## config.mk

```make
export PLATFORM = sky130hd
export DESIGN_NAME = ptic_top
export DESIGN_NICKNAME = d
export VERILOG_FILES = /design/src/rtl/ptic_pkg.sv /design/src/rtl/ptic_top.sv
export SDC_FILE = /design/constraint.sdc
export NUM_CORES = 1
export LEC_CHECK = 0
export BUFFER_PORTS_ARGS = -buffer_cell sky130_fd_sc_hd__buf_2
export CAP_MARGIN = 5
export CORE_MARGIN = 3
export CORE_UTILIZATION = 35
export CTS_CLUSTER_DIAMETER = 120
export DETAILED_ROUTE_END_ITERATION = 10
export GPL_TIMING_DRIVEN = 1
export PLACE_DENSITY = 0.66
export SLEW_MARGIN = 5
export SYNTH_ARGS = -nofsm -noshare
export SYNTH_HDL_FRONTEND = slang
export SYNTH_SLANG_ARGS = --single-unit
export TNS_END_PERCENT = 20
```

## constraint.sdc

```tcl
create_clock -name ref_clk -period 11.2 [get_ports ref_clk]
set_input_delay 1.68 -clock ref_clk [delete_from_list [all_inputs] [get_ports ref_clk]]
set_output_delay 1.68 -clock ref_clk [all_outputs]
set_load 0.02 [all_outputs]
```

## src/rtl/ptic_pkg.sv

```systemverilog
/*
 what: constants for the port, interrupt and timer control block.
 assumes: the core presents register accesses, accumulator loads and
 instruction strobes on the instruction clock.
*/
// What this block does
// - pull-high bits active low, bit3 plain storage
// - mask holds three enables, bits6-3 read ones
// - enable one passes source, zero blocks it
// - wake with global enable branches, else resumes
// - taken interrupt clears global enable; return sets
// - timer overflow flag bit0; bits7-3 read zero
// - port B change flag bit1 until cleared
// - external pin flag bit2 on selected edge
// - option write-only, loaded from accumulator, reset BFh (bit6 zero)
// - rate bits divide timer 2-256, watchdog 1-128
// - assign bit zero timer, one watchdog
// - counter mode edge: zero rising, one falling
// - clock source external forces pin2 to input
// - edge select zero falling, one rising
// - direction registers write-only, reset all inputs
// - direction one input, zero output
// - pin3 open drain only, config can disable
// - pull-high and pull-down off for outputs
// - pin0 as interrupt input loses change detect
// - alternate function pins read as zero
// - timer increments per cycle, write inhibits two
// - overflow flag set on FFh to 00h wrap
// - change detect skips disabled, output, interrupt pins
// - wake enable register, one bit per pin
package ptic_pkg;
    localparam logic [7:0] TIMER_COUNT_ADDR = 8'h01;
    localparam logic [7:0] PORT_A_ADDR = 8'h05;
    localparam logic [7:0] PORT_B_ADDR = 8'h06;
    localparam logic [7:0] WAKE_CHANGE_ADDR = 8'h09;
    localparam logic [7:0] PULL_HIGH_ADDR = 8'h0d;
    localparam logic [7:0] IRQ_MASK_ADDR = 8'h0e;
    localparam logic [7:0] IRQ_FLAGS_ADDR = 8'h0f;

    localparam int FLAG_TIMER_BIT = 0;
    localparam int FLAG_PORTB_BIT = 1;
    localparam int FLAG_EXT_BIT = 2;
    localparam int GLOBAL_EN_BIT = 7;
    localparam int PULL_HIGH_GP_BIT = 3;
    localparam int OD_PIN_BIT = 3;
    localparam int EXT_CLK_PIN_BIT = 2;
    localparam int EXT_IRQ_PIN_BIT = 0;

    localparam int OPT_EDGE_SEL_BIT = 6;
    localparam int OPT_CLK_SRC_BIT = 5;
    localparam int OPT_SRC_EDGE_BIT = 4;
    localparam int OPT_ASSIGN_BIT = 3;
    localparam int OPT_RATE_MSB = 2;

    localparam logic [7:0] MASK_UNUSED_ONES = 8'h78;
    localparam logic [7:0] FLAG_USED_BITS = 8'h07;
    localparam logic [7:0] OPTION_RESET = 8'hbf;
    localparam logic [7:0] DIR_RESET = 8'hff;
    localparam logic [7:0] PULL_HIGH_RESET = 8'hff;
    localparam logic [7:0] MASK_RESET = 8'h00;
    localparam logic [7:0] WAKE_CHANGE_RESET = 8'h00;
    localparam logic [7:0] PRESCALER_RESET = 8'hff;
    localparam logic [1:0] WRITE_INHIBIT_CYCLES = 2'd2;
endpackage

```

## src/rtl/ptic_top.sv

```systemverilog
/*
 what: port direction, pull and open-drain control, interrupt enables and
 flags, option register, prescaler and Timer0 of a small controller.
 assumes: ref_clk is the instruction clock; register strobes are one-cycle
 pulses from the core; pin levels are resolved outside from out/oe.
*/
module ptic_top (
    // clock and reset
    input wire logic ref_clk,
    input wire logic sys_rst,
    // register access from the core
    input wire logic [7:0] reg_addr,
    input wire logic reg_wr,
    input wire logic reg_rd,
    input wire logic [7:0] reg_wdata,
    output logic [7:0] reg_rdata,
    // instruction strobes
    input wire logic [7:0] accumulator,
    input wire logic option_load,
    input wire logic direction_load_instr,
    input wire logic [7:0] direction_operand,
    input wire logic return_from_irq_instr,
    input wire logic sleeping,
    // configuration and neighbouring control bits
    input wire logic ext_irq_pin_select,
    input wire logic pin3_open_drain_cfg,
    input wire logic [3:0] alt_func_a,
    input wire logic [7:0] alt_func_b,
    input wire logic [3:0] pull_down_disable_a,
    input wire logic [2:0] pull_down_disable_b,
    // watchdog side of the prescaler
    input wire logic wdt_tick,
    output logic wdt_scaled_tick,
    // port pins
    input wire logic [3:0] port_a_in,
    output logic [3:0] port_a_out,
    output logic [3:0] port_a_oe,
    input wire logic [7:0] port_b_in,
    output logic [7:0] port_b_out,
    output logic [7:0] port_b_oe,
    output logic [7:0] pull_high_en_b,
    output logic [3:0] pull_down_en_a,
    output logic [2:0] pull_down_en_b,
    // interrupt to the core
    output logic irq_vector_req,
    output logic wake_resume_next,
    output logic irq_pending
);

    ////////////////////////////////////////////////////////////////////////
    // registers
    logic [7:0] pull_high_control;
    logic [7:0] interrupt_mask;
    logic [7:0] interrupt_flags;
    logic [7:0] timer_prescaler_options;
    logic [7:0] port_a_direction;
    logic [7:0] port_b_direction;
    logic [7:0] wake_change_enable;
    logic [7:0] port_a_latch;
    logic [7:0] port_b_latch;
    logic [7:0] timer_count;
    logic [7:0] prescaler;
    logic [1:0] inhibit_cnt;

    // synchronisers: stage one feeds stage two only
    logic [7:0] b_meta;
    logic [7:0] b_sync;
    logic [7:0] b_prev;
    logic [3:0] a_meta;
    logic [3:0] a_sync;

    // decoded option fields
    logic edge_sel;
    logic clk_source;
    logic src_edge;
    logic assign_wdt;
    logic [2:0] rate;
    assign edge_sel = timer_prescaler_options[ptic_pkg::OPT_EDGE_SEL_BIT];
    assign clk_source = timer_prescaler_options[ptic_pkg::OPT_CLK_SRC_BIT];
    assign src_edge = timer_prescaler_options[ptic_pkg::OPT_SRC_EDGE_BIT];
    assign assign_wdt = timer_prescaler_options[ptic_pkg::OPT_ASSIGN_BIT];
    assign rate = timer_prescaler_options[ptic_pkg::OPT_RATE_MSB:0];

    logic global_irq_enable;
    assign global_irq_enable = interrupt_mask[ptic_pkg::GLOBAL_EN_BIT];

    function automatic logic reg_hit(input logic [7:0] addr, input logic [7:0] which);
        reg_hit = (addr == which);
    endfunction

    // low bits that must all be ones for one prescaled tick
    function automatic logic [7:0] rate_mask(input logic [2:0] r, input logic extra);
        logic [8:0] m;
        m = ({1'b0, 8'h01} << (9'(r) + 9'(extra))) - 9'h001;
        rate_mask = m[7:0];
    endfunction

    logic tmr_wr;
    assign tmr_wr = reg_wr && reg_hit(reg_addr, ptic_pkg::TIMER_COUNT_ADDR);

    ////////////////////////////////////////////////////////////////////////
    // pin synchronisers
    always_ff @(posedge ref_clk) begin
        if (sys_rst) begin
            b_meta <= 8'h00;
            b_sync <= 8'h00;
            b_prev <= 8'h00;
            a_meta <= 4'h0;
            a_sync <= 4'h0;
        end else begin
            b_meta <= port_b_in;
            b_sync <= b_meta;
            b_prev <= b_sync;
            a_meta <= port_a_in;
            a_sync <= a_meta;
        end
    end

    ////////////////////////////////////////////////////////////////////////
    // option and direction loads
    always_ff @(posedge ref_clk) begin
        if (sys_rst) begin
            timer_prescaler_options <= ptic_pkg::OPTION_RESET;
        end else if (option_load) begin
            timer_prescaler_options <= accumulator;
        end
    end

    always_ff @(posedge ref_clk) begin
        if (sys_rst) begin
            port_a_direction <= ptic_pkg::DIR_RESET;
            port_b_direction <= ptic_pkg::DIR_RESET;
        end else if (direction_load_instr) begin
            if (direction_operand == ptic_pkg::PORT_A_ADDR) begin
                port_a_direction <= accumulator;
            end
            if (direction_operand == ptic_pkg::PORT_B_ADDR) begin
                port_b_direction <= accumulator;
            end
        end
    end

    ////////////////////////////////////////////////////////////////////////
    // write registers; pull-high and wake enable also read back
    always_ff @(posedge ref_clk) begin
        if (sys_rst) begin
            pull_high_control <= ptic_pkg::PULL_HIGH_RESET;
            wake_change_enable <= ptic_pkg::WAKE_CHANGE_RESET;
            port_a_latch <= 8'h00;
            port_b_latch <= 8'h00;
        end else if (reg_wr) begin
            if (reg_hit(reg_addr, ptic_pkg::PULL_HIGH_ADDR)) begin
                pull_high_control <= reg_wdata;
            end
            if (reg_hit(reg_addr, ptic_pkg::WAKE_CHANGE_ADDR)) begin
                wake_change_enable <= reg_wdata;
            end
            if (reg_hit(reg_addr, ptic_pkg::PORT_A_ADDR)) begin
                port_a_latch <= reg_wdata;
            end
            if (reg_hit(reg_addr, ptic_pkg::PORT_B_ADDR)) begin
                port_b_latch <= reg_wdata;
            end
        end
    end

    ////////////////////////////////////////////////////////////////////////
    // pin drivers and pulls
    logic [7:0] eff_dir_b;
    always_comb begin
        eff_dir_b = port_b_direction;
        eff_dir_b[ptic_pkg::EXT_CLK_PIN_BIT] = port_b_direction[ptic_pkg::EXT_CLK_PIN_BIT]
            | clk_source;
    end

    assign port_a_out = port_a_latch[3:0];
    assign port_a_oe = ~port_a_direction[3:0];

    always_comb begin
        port_b_out = port_b_latch;
        port_b_oe = ~eff_dir_b;
        // pin3 only ever pulls low, and only if pin3_open_drain_cfg allows it
        port_b_out[ptic_pkg::OD_PIN_BIT] = 1'b0;
        port_b_oe[ptic_pkg::OD_PIN_BIT] = ~eff_dir_b[ptic_pkg::OD_PIN_BIT]
            & pin3_open_drain_cfg & ~port_b_latch[ptic_pkg::OD_PIN_BIT];
    end

    always_comb begin
        pull_high_en_b = ~pull_high_control & eff_dir_b;
        pull_high_en_b[ptic_pkg::PULL_HIGH_GP_BIT] = 1'b0;
    end
    assign pull_down_en_a = ~pull_down_disable_a & port_a_direction[3:0];
    assign pull_down_en_b = ~pull_down_disable_b & eff_dir_b[2:0];

    ////////////////////////////////////////////////////////////////////////
    // event detection
    logic [7:0] change_en;
    logic portb_change;
    logic ext_level;
    logic ext_last;
    logic ext_edge;
    always_comb begin
        change_en = wake_change_enable & eff_dir_b;
        if (ext_irq_pin_select) begin
            change_en[ptic_pkg::EXT_IRQ_PIN_BIT] = 1'b0;
        end
    end
    assign portb_change = |((b_sync ^ b_prev) & change_en);
    assign ext_level = b_sync[ptic_pkg::EXT_IRQ_PIN_BIT];
    assign ext_last = b_prev[ptic_pkg::EXT_IRQ_PIN_BIT];
    assign ext_edge = ext_irq_pin_select
        && (edge_sel ? (ext_level && !ext_last) : (!ext_level && ext_last));

    ////////////////////////////////////////////////////////////////////////
    // prescaler and Timer0
    logic tck_now;
    logic tck_last;
    logic ext_clk_edge;
    logic src_tick;
    logic pre_in;
    logic pre_out;
    logic timer_inc;
    logic timer_ovf;
    assign tck_now = b_sync[ptic_pkg::EXT_CLK_PIN_BIT];
    assign tck_last = b_prev[ptic_pkg::EXT_CLK_PIN_BIT];
    assign ext_clk_edge = src_edge ? (!tck_now && tck_last) : (tck_now && !tck_last);
    assign src_tick = clk_source ? ext_clk_edge : 1'b1;
    assign pre_in = assign_wdt ? wdt_tick : src_tick;
    assign pre_out = pre_in
        && ((prescaler & rate_mask(rate, !assign_wdt)) == rate_mask(rate, !assign_wdt));
    assign timer_inc = (assign_wdt ? src_tick : pre_out)
        && inhibit_cnt == 2'd0 && !tmr_wr;
    assign timer_ovf = timer_inc && timer_count == 8'hff;
    assign wdt_scaled_tick = assign_wdt && pre_out;

    always_ff @(posedge ref_clk) begin
        if (sys_rst) begin
            prescaler <= ptic_pkg::PRESCALER_RESET;
        end else if (tmr_wr && !assign_wdt) begin
            prescaler <= 8'h00;
        end else if (pre_in) begin
            prescaler <= prescaler + 8'h01;
        end
    end

    always_ff @(posedge ref_clk) begin
        if (sys_rst) begin
            timer_count <= 8'h00;
            inhibit_cnt <= 2'd0;
        end else if (tmr_wr) begin
            timer_count <= reg_wdata;
            inhibit_cnt <= ptic_pkg::WRITE_INHIBIT_CYCLES;
        end else begin
            if (inhibit_cnt != 2'd0) begin
                inhibit_cnt <= inhibit_cnt - 2'd1;
            end
            if (timer_inc) begin
                timer_count <= timer_count + 8'h01;
            end
        end
    end

    ////////////////////////////////////////////////////////////////////////
    // interrupt flags: a hardware set wins over a software clear
    logic [2:0] flag_set;
    logic [2:0] flag_wr_val;
    logic flags_wr;
    assign flag_set = {ext_edge, portb_change, timer_ovf};
    assign flags_wr = reg_wr && reg_hit(reg_addr, ptic_pkg::IRQ_FLAGS_ADDR);
    assign flag_wr_val = flags_wr ? reg_wdata[2:0] : interrupt_flags[2:0];

    always_ff @(posedge ref_clk) begin
        if (sys_rst) begin
            interrupt_flags <= 8'h00;
        end else begin
            interrupt_flags <= {5'h00, flag_wr_val | flag_set};
        end
    end

    ////////////////////////////////////////////////////////////////////////
    // enables, global enable and vectoring
    logic pending;
    logic take_irq;
    logic wake;
    assign pending = |(interrupt_flags[2:0] & interrupt_mask[2:0]);
    assign take_irq = global_irq_enable && pending && !return_from_irq_instr;
    assign wake = sleeping && pending;

    always_ff @(posedge ref_clk) begin
        if (sys_rst) begin
            interrupt_mask <= ptic_pkg::MASK_RESET;
        end else begin
            if (reg_wr && reg_hit(reg_addr, ptic_pkg::IRQ_MASK_ADDR)) begin
                interrupt_mask <= reg_wdata & ~ptic_pkg::MASK_UNUSED_ONES;
            end
            if (return_from_irq_instr) begin
                interrupt_mask[ptic_pkg::GLOBAL_EN_BIT] <= 1'b1;
            end else if (take_irq) begin
                interrupt_mask[ptic_pkg::GLOBAL_EN_BIT] <= 1'b0;
            end
        end
    end

    always_ff @(posedge ref_clk) begin
        if (sys_rst) begin
            irq_vector_req <= 1'b0;
            wake_resume_next <= 1'b0;
            irq_pending <= 1'b0;
        end else begin
            irq_vector_req <= take_irq;
            wake_resume_next <= wake && !global_irq_enable;
            irq_pending <= pending;
        end
    end

    ////////////////////////////////////////////////////////////////////////
    // register reads
    always_ff @(posedge ref_clk) begin
        if (sys_rst) begin
            reg_rdata <= 8'h00;
        end else if (reg_rd) begin
            unique case (reg_addr)
                ptic_pkg::TIMER_COUNT_ADDR: reg_rdata <= timer_count;
                ptic_pkg::PORT_A_ADDR:
                    reg_rdata <= {port_a_latch[7:4], a_sync & ~alt_func_a};
                ptic_pkg::PORT_B_ADDR: reg_rdata <= b_sync & ~alt_func_b;
                ptic_pkg::WAKE_CHANGE_ADDR: reg_rdata <= wake_change_enable;
                ptic_pkg::PULL_HIGH_ADDR: reg_rdata <= pull_high_control;
                ptic_pkg::IRQ_MASK_ADDR:
                    reg_rdata <= interrupt_mask | ptic_pkg::MASK_UNUSED_ONES;
                ptic_pkg::IRQ_FLAGS_ADDR:
                    reg_rdata <= interrupt_flags & ptic_pkg::FLAG_USED_BITS;
                default: reg_rdata <= 8'h00;
            endcase
        end
    end
endmodule

```

==> results.md <==
- The flow ran to the end, and the final reports show no timing, DRC or antenna violations.
- The share of synthesized area occupied by flip-flops and latches is 42.40%.
- The worst slew slack as a fraction of its limit is 36.08%.
- Once the clock tree was built, the setup fixing pass inserted 0 buffers.
- The worst stage delay on the critical path is 0.42 ns.
- Dividing the detail-routed via count by the number of cells gives 4.979.
- The clock buffer count from CTS is 17.
- The startpoint-to-endpoint class of the critical path is register to output port.
- In this run the worst path has a maximum fanout of 13.
- The floorplan step defined a die boundary enclosing 17,610 um2.
- The smallest clock period supported by the final layout is computed as 5.616 ns.
- The CTS tree is done.
- The maximum number of pins on one net before global-route repair is 85.
- Prior to clock tree synthesis, the placed netlist has a worst setup slack of 6.036 ns.
- Post-CTS repair changed the size of 0 cells.
- Yosys mapped the design onto 68 distinct sky130hd cell types.
- IR analysis of the VDD net gives a maximum drop of 0.09875 mV.
- The net switching power is 0.2852 mW.
- The total grt overflow is 0.
- The area of the mapped netlist is 5619 um2.
- The setup slack of the most critical reg-to-reg path is 7.08 ns.
- Yosys attributes the largest share of cell area to dfxtp_1, mux2i_1, nand2_1.
- The clock tree root buffer cell is clkbuf_16.
- After the last flow step, the layout net total stands at 815.
- The number of buffers inserted for hold repair after clock tree synthesis is 0.
- The y dimension of the die is 132.7 um.
- The count of buffers from port buffering is 122.
- The clock slew at the register clock pins of the worst setup and hold paths is 0.06 ns.
- The number of antenna violations at the first check in global routing is 0.
- Together, buffers and inverters on the worst path number 2.
- The via count of the first global-routing pass was 4,537.
- Of the total power, combinational logic draws 10.5%.
- The cell count after synthesis came out at 631.
- The period utilization is 50.15%.
- The area inside the core boundary is 15,430 um2.
- The sequential share of power is 40.6%.
- Dividing the synthesized area by the synthesized cell count gives 8.905 um2.
- Setup violations remaining at the end of the flow were counted as 0.
- The cell with the biggest individual delay on the critical path is nor4_1.
- The clock arrives with 0.005458 ns of skew.
- The aggregate global-route resource usage is 16.63%.
- The internal power contribution is 0.8390 mW.
- For this design the top-level I/O count stands at 125.
- The post-route cell area is 6879 um2.
- For the worst setup path, the data arrival time is 3.94 ns.
- The count of final hold-check violations is 0.
- After synthesis the netlist holds a flip-flop and latch count of 119.
- The count of routing violations after the opening detailed-route iteration is 368.
- The number of detailed-route iterations in the first pass is 5.
- The net switching share of the total power is 25.37%.
- In the synthesized netlist the async set-or-reset flop fraction comes to 0%.
- Once placement completed, the tool counted placed cells totaling 923.
- Row generation in the floorplan step produced 45 rows.
- The count of flip-flops with a built-in enable after synthesis is 0.
- In the final timing run, aggregate negative setup slack is 0 ns.
- After legalization and detailed placement, the total HPWL measured 10.69 mm.
- The filler-free cell count of the finished design is 955.
- Of the cells placed in the final design, the portion with a size suffix greater than 1 is 24.33%.
- The largest total area in the synthesized netlist belongs to dfxtp_1.
- Once the floorplan was initialized, standard cells occupied 36.42% of the core.
- The most used flip-flop cell after synthesis is dfxtp_1.
- The number of diodes added for antenna fixing is 0.
- Routability-driven placement finished with a final weighted congestion of 0.8304.
- The H-tree generated during clock tree synthesis spans 4 levels.
- The launching element type of the critical path is a register.
- The instance area at placement is 6271 um2.
- The layout-stage area growth over the synthesis result is 22.42%.
- The wire length of the first global-routing pass is 23.38 mm.
- Walking the worst path, the cells encountered are inv_1 > ha_1 > ha_1 > xnor2_1 > nand3b_1 > and2_1 > ha_1 > nand2b_1 > o22ai_1 > a2111oi_1 > nand4b_2 > nor4_1 > buf_2.
- The yosys synthesis warning count is 0.
- After detailed routing, the total wire length is 14.59 mm.
- The post-layout utilization of the core is 44.59%.
- The dominant cell type by count on the critical path is ha_1.
- The average wire per cell in the routed design is 15.27 um.
- The worst hold margin is 0.4319 ns.
- The detailed router placed 4,755 vias in this run.
- The number of sinks driven by the clock tree is 119.
- The static leakage power is 3.088 nW.
- The count of nets left with antenna violations once routing finished came out at 0.
- The family with the most delay on the worst path is simple AND/OR/NAND/NOR gates.
- The share of synthesized area in the top cell type comes to 42.40%.
- Setup repair after global routing left no endpoint under its margin.
- STA classifies the critical path endpoint as an output port.
- For the pin with the worst max-slew slack, the measured transition is 0.9553 ns.
- The later pin in the worst-skew pair is clocked with a latency of 0.41 ns.
- The clock share of power is 48.9%.
- Measured along the x axis, the die boundary spans 132.7 um.
- The power density over the cells is 163.4 nW/um2.
- Timing would allow up to 0.1781 GHz.
- The min-delay analysis places its worst path in the category register to register.
- The setup slack after layout is 5.584 ns.
- Data on the critical path is required at its endpoint by 9.52 ns.
- In the synthesized netlist, the cells that appear most often are dfxtp_1, nand2_1, nor2_1.
- The DRC violation count after routing is 0.
- The count of pins over their slew limit is 0.
- The power after layout is 1.124 mW.
- The cell with the most instances after synthesis is dfxtp_1.
- The number of violations of the max-capacitance limit is 0.
- The deepest clock path buffer count is 2.
[layout make-up]
cell class / count / area [um2]
timing repair buffer: 125 / 633.1
multi-input combinational: 437 / 2875
clock inverter: 12 / 141.4
fill: 1520 / 8548
tap: 211 / 264.0
inverter: 31 / 116.4
sequential: 119 / 2382
clock buffer: 20 / 466.7
[worst register-to-register path, cell delays in order, from the launching register on]
cell and delay, ns:
dfxtp_1 0.37, inv_1 0.13, ha_1 0.21, ha_1 0.34, xnor2_1 0.41, nand3b_1 0.19, and2_1 0.20, ha_1 0.24
nand2b_1 0.11, o22ai_1 0.07, a2111oi_1 0.39, nand4b_2 0.21, o31ai_2 0.61, nand2_2 0.17, a311o_1 0.35
[per-layer routing]
layer	GRT usage [%]	routed length, um	vias to the layer above
li1	-	-	2391
met1	21.20	6598	2217
met2	27.42	7094	128
met3	4.068	638	19
met4	6.005	255	0
met5	0	0	-
[layout by cell type (no fill, tap or decap), drive strengths merged, types with 10 or more instances in the layout]
| master | n |
|---|---|
| o21ai | 13 |
| dfxtp | 119 |
| buf | 125 |
| nor2b | 31 |
| clkbuf | 20 |
| nor2 | 62 |
| inv | 33 |
| nand3b | 10 |
| ha | 10 |
| nand3 | 28 |
| a21oi | 41 |
| mux2i | 52 |
| nand2 | 65 |
[logic make-up after synthesis]
group                      count (synthesis)  share of synthesized area [%]
AOI/OAI and AO/OA                        104                          12.49
buffers and inverters                     76                          6.502
adders and majority gates                 10                          2.227
xor gates and xnor gates                  15                          2.472
and+or+nand+nor                          245                          21.98
muxes                                     61                          11.87
DFF                                      119                          42.40
other                                      1                        0.06674
[path summary, 6_finish.rpt]
| kind | start | endpoint | cells past startpoint |
|---|---|---|---|
| max | timer_prescaler_options[3] | wdt_scaled_tick | 13 |
| min | b_meta[4] | b_sync[4] | 1 |
| max reg2reg | timer_prescaler_options[3] | timer_count[3] | 14 |
| min reg2reg | b_meta[4] | b_sync[4] | 1 |
[power groups by stage]
stage | registers [mW] | clock network, mW | logic (mW)
2_1_floorplan | 0.460 | 0 | 0.0855
3_3_place_gp | 0.465 | 0 | 0.117
3_5_place_dp | 0.465 | 0 | 0.118
4_1_cts | 0.456 | 0.558 | 0.119
5_1_grt | 0.459 | 0.575 | 0.132
6_report | 0.456 | 0.550 | 0.118
Note: power is estimated with default switching activity, not from simulation.
